**src/pkg/pcsr_consts.svh**
```systemverilog
// constants of the configuration status and class code register block
`ifndef PCSR_CONSTS_SVH
`define PCSR_CONSTS_SVH

// byte offsets in configuration space
`define PCSR_OFS_COMMAND        8'h04
`define PCSR_OFS_STATUS         8'h06
`define PCSR_OFS_CLASS          8'h08

// command register bits kept here
`define PCSR_CMD_PARITY_BIT     6
`define PCSR_CMD_SERR_BIT       8

// status register bit positions
`define PCSR_ST_POISON_BIT        15
`define PCSR_ST_SYSTEM_ERROR_BIT  14
`define PCSR_ST_MASTER_ABORT_BIT  13
`define PCSR_ST_TABORT_RX_BIT     12
`define PCSR_ST_TABORT_TX_BIT     11
`define PCSR_ST_DATA_PARITY_BIT   8
`define PCSR_ST_CHAIN_BIT         4
`define PCSR_ST_INT_BIT           3

// reset values
`define PCSR_CMD_RESET          16'h0000
`define PCSR_FLAGS_RESET        6'h00

// class code fields
`define PCSR_BASE_CLASS         8'h0C
`define PCSR_SUB_CLASS          8'h03
`define PCSR_PROG_IF            8'h30

`endif

```
**src/pkg/pcsr_pkg.sv**
```systemverilog
// types of the configuration status and class code register block
package pcsr_pkg;

    // one configuration access, byte address of the dword plus lanes
    typedef struct packed {
        logic        rd;
        logic        wr;
        logic [7:0]  addr;
        logic [3:0]  be;
        logic [31:0] wdata;
    } pcsr_cfg_req_s;

    // one-cycle link events from the transaction layer
    typedef struct packed {
        logic poisoned_tlp_rx;
        logic err_msg_tx;
        logic cpl_ur_rx;
        logic cpl_ca_rx;
        logic cpl_ca_tx;
        logic poisoned_cpl_rx;
        logic poisoned_wr_rx;
    } pcsr_event_s;

    // latched error flags in status register order
    typedef struct packed {
        logic detected_poison_flag;
        logic signaled_system_error_flag;
        logic received_master_abort_flag;
        logic received_target_abort_flag;
        logic signaled_target_abort_flag;
        logic master_data_parity_flag;
    } pcsr_flags_s;

    typedef enum logic [1:0] {
        PCSR_SEL_NONE,
        PCSR_SEL_CMD_STATUS,
        PCSR_SEL_CLASS
    } pcsr_sel_e;

endpackage

```
**src/verilog/pcsr_flag_bank.sv**
```systemverilog
// sticky error flags, set by hardware, cleared by writing one
`timescale 1ns/1ps
`include "pcsr_consts.svh"

module pcsr_flag_bank #(
    parameter int WIDTH = 6
) (
    // clock and reset
    input  wire logic             clk,
    input  wire logic             srst,
    // events and clears
    input  wire logic [WIDTH-1:0] set_vec,
    input  wire logic [WIDTH-1:0] clr_vec,
    // state
    output logic      [WIDTH-1:0] flags
);

    logic [WIDTH-1:0] next_flags;

    // set wins over a clear in the same cycle so no event is lost
    assign next_flags = (flags & ~clr_vec) | set_vec;

    always_ff @(posedge clk) begin
        if (srst) begin
            flags <= WIDTH'(`PCSR_FLAGS_RESET);
        end else begin
            flags <= next_flags;
        end
    end

endmodule

```
**src/verilog/pcsr_rd_stage.sv**
```systemverilog
// registered read answer for configuration reads
`timescale 1ns/1ps

module pcsr_rd_stage #(
    parameter int DW = 32
) (
    // clock and reset
    input  wire logic          clk,
    input  wire logic          srst,
    // selected word
    input  wire logic          rd,
    input  wire logic [DW-1:0] word,
    // answer
    output logic               rd_valid,
    output logic      [DW-1:0] rd_data
);

    always_ff @(posedge clk) begin
        if (srst) begin
            rd_valid <= 1'b0;
            rd_data  <= '0;
        end else begin
            rd_valid <= rd;
            rd_data  <= rd ? word : rd_data;
        end
    end

endmodule

```
**src/verilog/pcsr_top.sv**
```systemverilog
// status and class code configuration registers of the host controller function
`timescale 1ns/1ps
`include "pcsr_consts.svh"

module pcsr_top #(
    // arbitrary neutral silicon revision value
    parameter logic [7:0] REVISION = 8'h5A
) (
    // clock and reset
    input  wire logic                  SYS_CLK,
    input  wire logic                  SRST,
    // configuration access
    input  wire pcsr_pkg::pcsr_cfg_req_s CFG_REQ,
    output logic                       CFG_RD_VALID,
    output logic [31:0]                CFG_RD_DATA,
    output logic                       CFG_WR_DONE,
    // link events
    input  wire pcsr_pkg::pcsr_event_s EVENTS,
    // function state
    input  wire logic                  INT_PENDING,
    // enables to the transaction layer
    output logic                       PARITY_RESPONSE_ENABLE,
    output logic                       SYSTEM_ERROR_REPORT_ENABLE,
    output logic                       ERR_MSG_PERMIT,
    // flag view
    output pcsr_pkg::pcsr_flags_s      FLAGS
);

    localparam int NFLAGS = 6;

    // dword decode
    function automatic pcsr_pkg::pcsr_sel_e decode(input logic [7:0] addr);
        logic [7:0] dw;
        dw = {addr[7:2], 2'b00};
        if (dw == `PCSR_OFS_COMMAND) begin
            decode = pcsr_pkg::PCSR_SEL_CMD_STATUS;
        end else if (dw == `PCSR_OFS_CLASS) begin
            decode = pcsr_pkg::PCSR_SEL_CLASS;
        end else begin
            decode = pcsr_pkg::PCSR_SEL_NONE;
        end
    endfunction

    pcsr_pkg::pcsr_sel_e  sel;
    logic                 wr_cmd_lo;
    logic                 wr_cmd_hi;
    logic                 wr_status_lo;
    logic                 wr_status_hi;
    logic [15:0]          command;
    logic [15:0]          next_command;
    logic [15:0]          status_word;
    logic [31:0]          class_word;
    logic [31:0]          cmd_status_word;
    logic [31:0]          rd_word;
    logic [NFLAGS-1:0]    set_vec;
    logic [NFLAGS-1:0]    clr_vec;
    logic [NFLAGS-1:0]    flags;
    logic [15:0]          clr_mask;
    logic                 parity_en;
    logic                 serr_en;
    logic                 wr_done;

    assign sel = decode(CFG_REQ.addr);

    // byte lane write strobes of the command/status dword
    assign wr_cmd_lo    = CFG_REQ.wr && (sel == pcsr_pkg::PCSR_SEL_CMD_STATUS) && CFG_REQ.be[0];
    assign wr_cmd_hi    = CFG_REQ.wr && (sel == pcsr_pkg::PCSR_SEL_CMD_STATUS) && CFG_REQ.be[1];
    assign wr_status_lo = CFG_REQ.wr && (sel == pcsr_pkg::PCSR_SEL_CMD_STATUS) && CFG_REQ.be[2];
    assign wr_status_hi = CFG_REQ.wr && (sel == pcsr_pkg::PCSR_SEL_CMD_STATUS) && CFG_REQ.be[3];

    // only the two enables live here; the rest of the command word belongs elsewhere
    assign next_command[`PCSR_CMD_PARITY_BIT] = wr_cmd_lo ? CFG_REQ.wdata[`PCSR_CMD_PARITY_BIT]
                                                          : command[`PCSR_CMD_PARITY_BIT];
    assign next_command[`PCSR_CMD_SERR_BIT]   = wr_cmd_hi ? CFG_REQ.wdata[`PCSR_CMD_SERR_BIT]
                                                          : command[`PCSR_CMD_SERR_BIT];
    assign next_command[15:9] = 7'h00;
    assign next_command[7]    = 1'b0;
    assign next_command[5:0]  = 6'h00;

    always_ff @(posedge SYS_CLK) begin
        if (SRST) begin
            command <= `PCSR_CMD_RESET;
        end else begin
            command <= next_command;
        end
    end

    assign parity_en = command[`PCSR_CMD_PARITY_BIT];
    assign serr_en   = command[`PCSR_CMD_SERR_BIT];

    // error messages held back while reporting is disabled
    assign ERR_MSG_PERMIT = serr_en;

    // hardware set terms, in flag order
    assign set_vec[5] = EVENTS.poisoned_tlp_rx;
    assign set_vec[4] = EVENTS.err_msg_tx && serr_en;
    assign set_vec[3] = EVENTS.cpl_ur_rx;
    assign set_vec[2] = EVENTS.cpl_ca_rx;
    assign set_vec[1] = EVENTS.cpl_ca_tx;
    assign set_vec[0] = parity_en && (EVENTS.poisoned_cpl_rx || EVENTS.poisoned_wr_rx);

    // write one to clear, lane by lane; status sits in bytes 2 and 3
    assign clr_mask = {wr_status_hi ? CFG_REQ.wdata[31:24] : 8'h00,
                       wr_status_lo ? CFG_REQ.wdata[23:16] : 8'h00};
    assign clr_vec  = {clr_mask[`PCSR_ST_POISON_BIT],
                       clr_mask[`PCSR_ST_SYSTEM_ERROR_BIT],
                       clr_mask[`PCSR_ST_MASTER_ABORT_BIT],
                       clr_mask[`PCSR_ST_TABORT_RX_BIT],
                       clr_mask[`PCSR_ST_TABORT_TX_BIT],
                       clr_mask[`PCSR_ST_DATA_PARITY_BIT]};

    pcsr_flag_bank #(
        .WIDTH   (NFLAGS)
    ) u_flags (
        .clk     (SYS_CLK),
        .srst    (SRST),
        .set_vec (set_vec),
        .clr_vec (clr_vec),
        .flags   (flags)
    );

    // status word assembly; unlisted bits are hardwired zero
    always_comb begin
        status_word                            = 16'h0000;
        status_word[`PCSR_ST_POISON_BIT]       = flags[5];
        status_word[`PCSR_ST_SYSTEM_ERROR_BIT] = flags[4];
        status_word[`PCSR_ST_MASTER_ABORT_BIT] = flags[3];
        status_word[`PCSR_ST_TABORT_RX_BIT]    = flags[2];
        status_word[`PCSR_ST_TABORT_TX_BIT]    = flags[1];
        status_word[`PCSR_ST_DATA_PARITY_BIT]  = flags[0];
        status_word[`PCSR_ST_CHAIN_BIT]        = 1'b1;
        status_word[`PCSR_ST_INT_BIT]          = INT_PENDING;
    end

    // constant word, no write path reaches it
    assign class_word = {`PCSR_BASE_CLASS, `PCSR_SUB_CLASS, `PCSR_PROG_IF, REVISION};

    assign cmd_status_word = {status_word, command};

    // unmapped dwords answer zero
    always_comb begin
        case (sel)
            pcsr_pkg::PCSR_SEL_CMD_STATUS: rd_word = cmd_status_word;
            pcsr_pkg::PCSR_SEL_CLASS:      rd_word = class_word;
            default:                       rd_word = 32'h00000000;
        endcase
    end

    pcsr_rd_stage #(
        .DW       (32)
    ) u_rd (
        .clk      (SYS_CLK),
        .srst     (SRST),
        .rd       (CFG_REQ.rd),
        .word     (rd_word),
        .rd_valid (CFG_RD_VALID),
        .rd_data  (CFG_RD_DATA)
    );

    // every write is acknowledged, including ignored ones
    always_ff @(posedge SYS_CLK) begin
        if (SRST) begin
            wr_done <= 1'b0;
        end else begin
            wr_done <= CFG_REQ.wr;
        end
    end

    assign CFG_WR_DONE                = wr_done;
    assign PARITY_RESPONSE_ENABLE     = parity_en;
    assign SYSTEM_ERROR_REPORT_ENABLE = serr_en;
    assign FLAGS                      = pcsr_pkg::pcsr_flags_s'(flags);

endmodule

```
**config.mk**
```make
export PLATFORM = sky130hd
export DESIGN_NAME = pcsr_top
export DESIGN_NICKNAME = d
export VERILOG_FILES = /design/src/pkg/pcsr_pkg.sv /design/src/verilog/pcsr_flag_bank.sv /design/src/verilog/pcsr_rd_stage.sv /design/src/verilog/pcsr_top.sv
export VERILOG_INCLUDE_DIRS = /design/src /design/src/pkg
export SDC_FILE = /design/constraint.sdc
export NUM_CORES = 1
export LEC_CHECK = 0
export ABC_CLOCK_PERIOD_IN_PS = 1300
export BUFFER_PORTS_ARGS = -buffer_cell sky130_fd_sc_hd__buf_2
export CORE_MARGIN = 2
export CORE_UTILIZATION = 36
export CTS_CLUSTER_DIAMETER = 100
export DETAILED_ROUTE_END_ITERATION = 10
export GPL_TIMING_DRIVEN = 0
export HOLD_SLACK_MARGIN = 0.05
export PLACE_DENSITY_LB_ADDON = 0.15
export SLEW_MARGIN = 20
export SYNTH_ARGS = -nofsm -noshare
export SYNTH_HDL_FRONTEND = slang
export SYNTH_SLANG_ARGS = --single-unit
```
**constraint.sdc**
```tcl
create_clock -name SYS_CLK -period 1.3 [get_ports SYS_CLK]
set_clock_uncertainty 0.1 [all_clocks]
set_input_delay 0.26 -clock SYS_CLK [delete_from_list [all_inputs] [get_ports SYS_CLK]]
set_output_delay 0.26 -clock SYS_CLK [all_outputs]
set_load 0.03 [all_outputs]
```
# Word-level counts from Yosys, hierarchy flattened
# Cells that the tools add are included.
# totals
elab_cells,25
input_bits,56
register_bits,56
output_inout_bits,43
# classes
bitwise,3
eq_ne,4
mux,4
n_reduce_logical,7
# ops
operator,count
$pmux 32 s2,1
$mux 8,1
$and 6x6->6,1
$eq 6x1->1 const B,1
$eq 6x2->1 const B,1
$logic_and 1x1->1,6
$not 6->6,1
$or 6x6->6,1
$mux 2,2
$eq 2x1->1 const B,1
$eq 2x2->1 const B,1
$logic_or 1x1->1,1

# Logic depth before layout (Yosys ltp)
# Gate-level depths: netlist of run 1.
# logic_depth
depth_word,10
mapped_depth,4
mapped_depth_nobuf,3

# Modules after synthesis
# Synthesis of run 1 repeated with hierarchy kept, for this count alone.
# unflattened
cells_unflattened,170
hier_area_um2,1799.2
# modules_own_cells
mod,instances,seq_area_each_um2,area_each_um2,cells_each
pcsr_rd_stage,1,660.6,1202.4,106
pcsr_top,1,60.1,341.6,40
pcsr_flag_bank,1,120.1,255.2,24

# Least setup slack after synthesis of run 1
# OpenSTA, ideal clock, no wires.
# synth_timing
path_type,input to register
from,input port CFG_REQ[41] in the netlist's numbering
to,register u_flags.flags[1]
arrival_ps,1017
required_ps,1072
setup_slack_ps,56
setup_ps,128
path_stages,4
path_buffers,1
cell_sequence,nor4_4 and3_1 buf_6 a311oi_1
# synth_between
elab_chain_len,10
word_cells_on_any_way,11
classes_between,3 x eq/ne; 3 x mux; 3 x bitwise; 2 x reduce/logical
# synth_lines
element,line_no,source
from (decl),pcsr_top.sv:13,"input wire pcsr_pkg::pcsr_cfg_req_s CFG_REQ,"
$eq 6x2->1 (no source line),n/a,
$mux 2,pcsr_top.sv:37,end else if (dw == `PCSR_OFS_CLASS) begin
$mux 2 *,pcsr_top.sv:35,if (dw == `PCSR_OFS_COMMAND) begin
$eq 2x1->1 *,pcsr_top.sv:69,assign wr_status_hi = CFG_REQ.wr && (sel == pcsr_pkg::PCSR_SEL_CMD_STATUS) && CFG_REQ.be[3];
$logic_and 1x1->1 * (2 in a row),pcsr_top.sv:69,
$mux 8 *,pcsr_top.sv:103,"assign clr_mask = {wr_status_hi ? CFG_REQ.wdata[31:24] : 8'h00,"
$not 6->6 *,pcsr_flag_bank.sv:21,assign next_flags = (flags & ~clr_vec) | set_vec;
$and 6x6->6 *,pcsr_flag_bank.sv:21,
$or 6x6->6 *,pcsr_flag_bank.sv:21,
to (signal assigned),pcsr_flag_bank.sv:25,flags <= WIDTH'(`PCSR_FLAGS_RESET);
to (signal assigned),pcsr_flag_bank.sv:27,flags <= next_flags;
to (decl),pcsr_flag_bank.sv:15,output logic [WIDTH-1:0] flags
# Every way passes the cells marked *; elsewhere a longest branch is shown, timed or not.
# A chain may end at the register's enable or synchronous reset.

==> impl_metrics.csv, run 1 <==
group,metric,value,unit
synthesis,yosys-top-cells-count,"22 x buf_4, 21 x dfxtp_1, 13 x a21oi_1",
min_path,hold_path_depth,2,
routing,wl_per_cell,11.5,um
sta,final-hold-violation-count,0,
setup_path,cp.required,940,ps
routing,ant_nets,0,
global_route,grt_usage,16.7,%
job,maxCapViolCount,0,
setup_path,worstSetupPathType,"reg2out",
synthesis,synth_top_area_share,39.9,%
synthesis,syn-cell-area,0.00105,mm^2
die,initial_core_util,38.2,%
place,port_buffers,57,
synthesis,synth_seq_cells,21,
routing,drt_iter0_drc,33,
cts,clock_sinks,21,
setup_path,worst_setup_path_start_kind,"register",
routing,dr_total_vias,1051,
synthesis,ys_types,25,
synthesis,avgSynthCellArea,8.93,um^2
power_and_ir_drop,p_per_area,784,mW/mm^2
cts,cts_tree,"done",
min_path,hp-class,"in2reg",
global_route,busiest_layer,"met2",
routing,drcViolationCount,0,
setup_path,cp-end-kind,"primary output",
die,rows,19,
die,dieArea,0.00338,mm^2
global_route,met3_usage,2.90,%
synthesis,yosysMostFrequentCell,"buf_4",
global_route,grt_pass1_wl,4360,um
sta,max_freq,760,MHz
die,io_pins,99,
die,fp.dieH,58.1,um
synthesis,synth_largest_area_cell,"dfxtp_1",
power_and_ir_drop,vdd_drop_max,0.369,mV
layout,nets,256,
place,gp_congestion,0.797,
sta,fin_crit_sh,101,%
setup_path,r2r_cells,4,
layout,diodes,0,
sta,layout_setup_ws,-15.8,ps
cts,clkLatencyLatePin,310,ps
synthesis,yosysSeqAreaShare,39.9,%
layout,utilization,58.3,%
sta,finalSetupViolCount,7,
sta,drv_slew,0,
die,core-area,0.00276,mm^2
synthesis,synthFlopType,"dfxtp_1",
global_route,grt_max_degree,14,
setup_path,cp_max_fo,9,
cts,cts.path.max_buffers,2,
global_route,antenna_found_initial,0,
routing,routed_wl,2640,um
global_route,grt_pass1_vias,1028,
sta,min_period,1320,ps
place,dpl-instance-area,0.00143,mm^2
cts,cts.clk_slew.worst_paths,120,ps
power_and_ir_drop,power.leakage,0.785,nW
synthesis,async_flop_share,0,%
synthesis,synth_edf_count,0,
synthesis,netlist_instances,118,
global_route,use_met1,18.4,%
setup_path,arrival,960,ps
global_route,overflow,0,
layout,finish.instance_area,0.00161,mm^2
synthesis,synth_area_leaders,"dfxtp_1 40%, buf_4 16%, a21oi_1 6.2%",
cts,htreeDepth,1,
layout,syn_to_final_growth,52.5,%
sta,rsz0062_at_grt,"yes",
global_route,grt_util_met2,30.8,%
cts,numCtsBuffers,3,
run_status,status,"finished, violations left",
run_status,failed_checks,"negative setup slack",
die,die_x,58.1,um
layout,drive_gt1_share,50.8,%
routing,viasPerCell,4.57,
routing,dr.pass1.iters,4,
synthesis,yosysWarnings,0,
cts,cts-root-buf,"clkbuf_4",
place,dp_hpwl,2010,um
[final cells by class]
class / instances / area (um^2)
Fill cell: 257 / 1150
Buffer: 28 / 205
Multi-Input combinational cell: 73 / 439
Tap cell: 31 / 38.8
Clock buffer: 3 / 22.5
Timing Repair Buffer: 65 / 428
Clock inverter: 1 / 7.51
Sequential cell: 21 / 435
Inverter: 8 / 30.0
[sequential cells by signal, indices dropped and copies added, names as in the netlist]
name / flops
CFG_WR_DONE: 1
command: 2
u_flags.flags: 6
u_rd.rd_data: 11
u_rd.rd_valid: 1
[critical path, cell delays in order, from the launching register on]
cell	delay, ps
dfxtp_4	390
buf_4	140
buf_6	130
[metrics by stage]
step	setup TNS [ps]	power, mW	std cells	setup WS (ps)	hold slack, ps
6_report	-65.9	1.26	230	-15.8	80.6
5_1_grt	-404	1.33	230	-65.2	71.6
4_1_cts	-178	1.27	230	-28.7	67.2
3_5_place_dp	-2980	0.928	219	-228	360
3_3_place_gp	-2260	0.922	219	-184	352
2_1_floorplan	0	0.848	131	55.5	243
[layout by cell type, fill, tap and decap left out, drive strengths merged, types with 4 or more instances in the layout]
cell type | Yosys | final
nor2b | 5 | 5
a21oi | 13 | 13
clkbuf | 2 | 12
dlygate4sd3 | 0 | 6
conb | 1 | 14
buf | 27 | 78
nand4 | 8 | 8
inv | 8 | 8
nand2b | 9 | 9
a311oi | 7 | 7
dfxtp | 21 | 21
nor2 | 4 | 4
[power breakdown]
| group | internal, mW | switching (mW) |
|---|---|---|
| Combinational | 0.113 | 0.155 |
| Clock | 0.117 | 0.212 |
| Sequential | 0.654 | 0.00845 |
| Total | 0.884 | 0.375 |
[final timing paths]
check | from | slack [ps] | to
setup / recovery | u_rd.rd_data[26] | -20 | CFG_RD_DATA[16]
hold / removal | SRST | 80 | u_rd.rd_valid
setup reg to reg | command[8] | 270 | command[8]
hold reg to reg | u_rd.rd_data[19] | 370 | u_rd.rd_data[19]
[repair_timing]
action | 4_1_cts | 5_1_grt
pin swaps | 0 | 0
setup buffers | 2 | 0
hold buffers | 6 | 0
endpoints found under the setup margin | 10 | 15
resized for setup | 20 | 13
endpoints found under the hold margin | 6 | 0
[kinds of logic (layout without fill, tap and decap cells)]
group	after synthesis	after routing	synth area share (%)
buffers and inverters	37	105	23.0
other	1	14	0.356
DFF	21	21	39.9
and+or+nand+nor	34	34	20.7
AOI/OAI and AO/OA	25	25	16.0
[routing by layer]
layer | wire, um | vias to the layer above | share of wire [%]
li1 | - | 534 | -
met5 | 0 | - | 0
met1 | 1030 | 466 | 39
met2 | 1400 | 47 | 53
met4 | 37 | 0 | 1.4
met3 | 175 | 4 | 6.6
Note: power is estimated with default switching activity, not from simulation.
==> run 2, diff against run 1 <==
- ABC_CLOCK_PERIOD_IN_PS: 1300 -> 1500
- clock period: 1.3 -> 1.5 ns (I/O delays scaled with it)
==> run 2 against run 1 <==
The flow now finishes without violations. Combinational power down 19%. Via count down 2.7%. First-iteration DRC count down 9.1%. Worst setup slack gained 110 ps. Global-route usage down 0.93 points. Critical path depth unchanged. Count of clock-buffer cells in the layout stayed put. Sequential power fell by 13%. Hold slack got worse by 13 ps.
==> impl_metrics.csv, run 2 (same netlist as run 1, synthesis figures left out) <==
group,metric,value,unit
die,core-area,0.00276,mm^2
routing,dr_total_vias,1023,
cts,cts.clk_slew.worst_paths,130,ps
global_route,antenna_found_initial,0,
sta,layout_setup_ws,97.7,ps
setup_path,r2r-end,"u_flags.flags[0]",
setup_path,worst_setup_path_start_kind,"register",
layout,syn_to_final_growth,39.7,%
sta,hold-worst-slack,67.3,ps
routing,ant_nets,0,
cts,cts-root-buf,"clkbuf_4",
run_status,status,"finished, final reports clean",
setup_path,cp_max_fo,6,
cts,clkLatencyLatePin,310,ps
place,dp_hpwl,2010,um
setup_path,reg2reg_from,"command[6]",
cts,htreeDepth,1,
layout,final_cell_mix,"59 x buf_2, 22 x buf_4, 19 x dfxtp_1, 14 x conb_1, 13 x a21oi_1",
global_route,grt_max_degree,14,
layout,top_regs,"u_rd.rd_data (11), u_flags.flags (6), command (2)",
layout,drive_gt1_share,48.7,%
global_route,grt_pass1_wl,4110,um
setup_path,startpoint,"command[8]",
die,initial_core_util,38.2,%
die,io_pins,99,
die,die_x,58.1,um
global_route,overflow,0,
job,maxCapViolCount,0,
sta,drv_slew,0,
setup_path,r2r_setup_slack,430,ps
routing,wl_per_cell,11.3,um
sta,finalSetupViolCount,0,
sta,final-hold-violation-count,0,
place,gp_congestion,0.797,
cts,postCtsSetupBuffers,0,
setup_path,r2r_cells,3,
sta,rsz0062_at_grt,"no",
cts,cts.path.max_buffers,2,
layout,nets,250,
routing,dr.pass1.iters,4,
power_and_ir_drop,power,1.08,mW
sta,max_freq,713,MHz
setup_path,cp-end-kind,"primary output",
routing,viasPerCell,4.57,
layout,largest_reg_flops,11,
layout,diodes,0,
sta,min_period,1400,ps
power_and_ir_drop,vdd_drop_max,0.309,mV
die,fp.dieH,58.1,um
min_path,hp-class,"in2reg",
cts,cts_tree,"done",
power_and_ir_drop,power.leakage,0.754,nW
power_and_ir_drop,p_per_area,731,mW/mm^2
place,port_buffers,57,
place,dp_cells,219,
setup_path,worstSetupPathType,"reg2out",
layout,layout_commonest_cell,"buf_2",
setup_path,arrival,1000,ps
global_route,grt_usage,15.8,%
cts,clock_sinks,21,
layout,largest-register,"u_rd.rd_data",
layout,final_cells,224,
die,dieArea,0.00338,mm^2
routing,routed_wl,2520,um
routing,drt_iter0_drc,30,
cts,numCtsBuffers,3,
setup_path,worstSetupEndpoint,"SYSTEM_ERROR_REPORT_ENABLE",
sta,fin_crit_sh,93.5,%
global_route,grt_pass1_vias,968,
die,rows,19,
layout,utilization,53.4,%
setup_path,cp.required,1100,ps
routing,drcViolationCount,0,
place,pre_cts_slack,-68.1,ps
[run 2: final cells by class]
| cell class | instances | area (um^2) |
|---|---|---|
| inverter | 8 | 30.0 |
| clock buffer | 3 | 22.5 |
| multi-input combinational | 73 | 439 |
| buffer | 29 | 213 |
| fill | 280 | 1290 |
| clock inverter | 1 | 7.51 |
| sequential | 21 | 425 |
| tap | 31 | 38.8 |
| timing repair buffer | 58 | 295 |
[run 2: repair_timing]
item                                    4_1_cts  5_1_grt
resized for setup                             1        2
hold buffers                                  0        1
endpoints found under the hold margin         0        1
endpoints found under the setup margin        7        4
[run 2: how the worst min path moves through the flow]
| stage | slack [ps] | from | end | cells past startpoint |
|---|---|---|---|---|
| 2_1_floorplan | 280 | SRST | u_rd.rd_valid | 1 |
| 3_3_place_gp | 350 | u_rd.rd_data[24] | u_rd.rd_data[24] | 2 |
| 3_5_place_dp | 360 | u_rd.rd_data[19] | u_rd.rd_data[19] | 2 |
| 4_1_cts | 60 | CFG_REQ[31] | u_flags.flags[5] | 2 |
| 5_1_grt | 60 | CFG_REQ[30] | u_flags.flags[4] | 2 |
| 6_report | 70 | CFG_REQ[30] | u_flags.flags[4] | 2 |
[run 2: critical path, stage by stage, from the launching register on]
cell,delay (ps)
dfxtp_2,400
buf_4,110
buf_2,180
[run 2: through the flow]
step           instance area, um^2  TNS [ps]
6_report                      1470         0
5_1_grt                       1470         0
4_1_cts                       1460         0
3_5_place_dp                  1430      -339
2_1_floorplan                 1100         0
3_3_place_gp                  1430      -118
[run 2: metal layers]
metal / wire [um] / global-route usage [%] / up-vias
li1: - / - / 523
met1: 1040 / 18.1 / 452
met2: 1250 / 27.9 / 44
met3: 190 / 2.90 / 4
met4: 39 / 7.97 / 0
met5: 0 / 0 / -
[run 2: where the power goes]
part | total, mW | internal, mW | switching (mW) | leakage, nW
combinational | 0.218 | 0.0856 | 0.133 | 0.567
clock | 0.283 | 0.102 | 0.182 | 0.0139
sequential | 0.575 | 0.567 | 0.00712 | 0.172
total | 1.08 | 0.755 | 0.321 | 0.754
==> run 3, diff against run 2 <==
--- a/config.mk
+++ b/config.mk
@@ -16,2 +16,3 @@
 export HOLD_SLACK_MARGIN = 0.05
+export MAX_ROUTING_LAYER = met4
 export PLACE_DENSITY_LB_ADDON = 0.15
--- a/constraint.sdc
+++ b/constraint.sdc
@@ -4,2 +4,2 @@
 set_output_delay 0.3 -clock SYS_CLK [all_outputs]
-set_load 0.03 [all_outputs]
+set_load 0.01 [all_outputs]
==> run 3 against run 2 <==
Power fell by 4.5%. Count of clock-buffer cells in the layout did not move. Die area did not move. Register-to-register slack barely moved. First-iteration DRC count rose by 37%. Critical endpoint is now CFG_RD_DATA[16]. Sequential power barely moved. Maximum frequency rose by 3.1%. Final area fell by 0.17%. Non-clock buffer count did not move. Worst setup slack improved by 43 ps.
==> impl_metrics.csv, run 3 (same netlist as run 1, synthesis figures left out) <==
group,metric,value,unit
run_status,status,"finished, final reports clean",
global_route,grt_max_degree,14,
cts,cts-root-buf,"clkbuf_4",
die,fp.dieH,58.1,um
sta,fin_setup_tns,0,ps
place,pre_cts_slack,-68.1,ps
layout,nFillCells,281,
layout,final_cells,224,
place,dp_cells,219,
routing,wl_per_cell,11.2,um
routing,dr_total_vias,1017,
power_and_ir_drop,vdd_drop_max,0.317,mV
die,rows,19,
routing,viasPerCell,4.54,
min_path,hp-class,"in2reg",
die,initial_core_util,38.2,%
place,gp_congestion,0.808,
layout,layout_commonest_cell,"buf_2",
global_route,antenna_found_initial,0,
sta,fin_crit_sh,90.6,%
cts,cts.clk_slew.worst_paths,130,ps
die,io_pins,99,
die,die_x,58.1,um
place,dp_hpwl,2010,um
sta,min_period,1360,ps
layout,final_cell_mix,"59 x buf_2, 22 x buf_4, 19 x dfxtp_1, 14 x conb_1, 13 x a21oi_1",
routing,dr.pass1.iters,4,
layout,finish.instance_area,0.00147,mm^2
cts,numCtsBuffers,3,
global_route,grt_pass1_vias,967,
sta,finalSetupViolCount,0,
place,port_buffers,57,
layout,largest-register,"u_rd.rd_data",
setup_path,worst_setup_path_start_kind,"register",
layout,largest_reg_flops,11,
setup_path,worstSetupPathType,"reg2out",
setup_path,cp.required,1100,ps
layout,syn_to_final_growth,39.4,%
routing,routed_wl,2510,um
power_and_ir_drop,power.leakage,0.753,nW
routing,drt_iter0_drc,41,
setup_path,cp-end-kind,"primary output",
routing,ant_nets,0,
sta,layout_setup_ws,140,ps
cts,cts_tree,"done",
cts,clock_sinks,21,
layout,nets,250,
die,core-area,0.00276,mm^2
layout,top_regs,"u_rd.rd_data (11), u_flags.flags (6), command (2)",
global_route,overflow,0,
cts,cts.path.max_buffers,2,
cts,htreeDepth,1,
sta,drv_slew,0,
power_and_ir_drop,p_per_area,700,mW/mm^2
sta,rsz0062_at_grt,"no",
layout,drive_gt1_share,48.7,%
routing,drcViolationCount,0,
place,dpl-instance-area,0.00143,mm^2
layout,diodes,0,
die,dieArea,0.00338,mm^2
cts,clkLatencyLatePin,310,ps
setup_path,arrival,960,ps
job,maxCapViolCount,0,
sta,final-hold-violation-count,0,
global_route,grt_usage,16.3,%
global_route,grt_pass1_wl,4110,um
sta,max_freq,736,MHz
setup_path,cp_max_fo,9,
-- run 3: through the flow --
step / hold WS, ps / util [%] / total power, mW
floorplan: 283 / - / 0.685
global placement: 355 / 51.7 / 0.749
detailed placement: 360 / 51.7 / 0.754
CTS: 56.7 / 52.8 / 1.04
global route: 57.5 / 53.3 / 1.09
finish: 68.0 / 53.3 / 1.03
-- run 3: what timing repair did --
action | CTS | global route
endpoints found under the hold margin | 0 | 1
hold buffers | 0 | 1
setup endpoints to repair | 0 | 8
gates resized for setup | 0 | 2
setup buffers | 0 | 0
-- run 3: final timing paths --
kind | from | to | slack [ps] | cells past startpoint
min | CFG_REQ[30] | u_flags.flags[4] | 70 | 2
max | u_rd.rd_data[26] | CFG_RD_DATA[16] | 140 | 2
min reg2reg | u_rd.rd_data[19] | u_rd.rd_data[19] | 370 | 2
max reg2reg | command[6] | u_flags.flags[0] | 430 | 3
-- run 3: critical path: stages (launching register included) --
cell	delay (ps)
dfxtp_2	420
buf_4	130
buf_2	110
-- run 3: final cells by class --
type	count	area, um^2	area share (%)
Timing Repair Buffer	58	295	20.1
Multi-Input combinational cell	73	439	29.9
Clock buffer	3	22.5	1.53
Tap cell	31	38.8	2.64
Inverter	8	30.0	2.04
Sequential cell	21	423	28.8
Buffer	29	213	14.5
Clock inverter	1	7.51	0.511
-- run 3: power breakdown --
part	leakage (nW)	total, mW	internal (mW)	switching, mW
Combinational	0.567	0.167	0.0842	0.0832
Clock	0.0139	0.284	0.102	0.182
Sequential	0.172	0.576	0.569	0.00703
Total	0.753	1.03	0.755	0.273
-- run 3: routing by layer --
layer	share of wire, %	vias up	track usage (%)	routed length [um]
met5	0	-	-	0
met4	1.6	0	7.97	41
met3	7.3	4	2.90	182
met2	51	42	27.9	1290
met1	40	449	18.1	999
li1	-	522	-	-
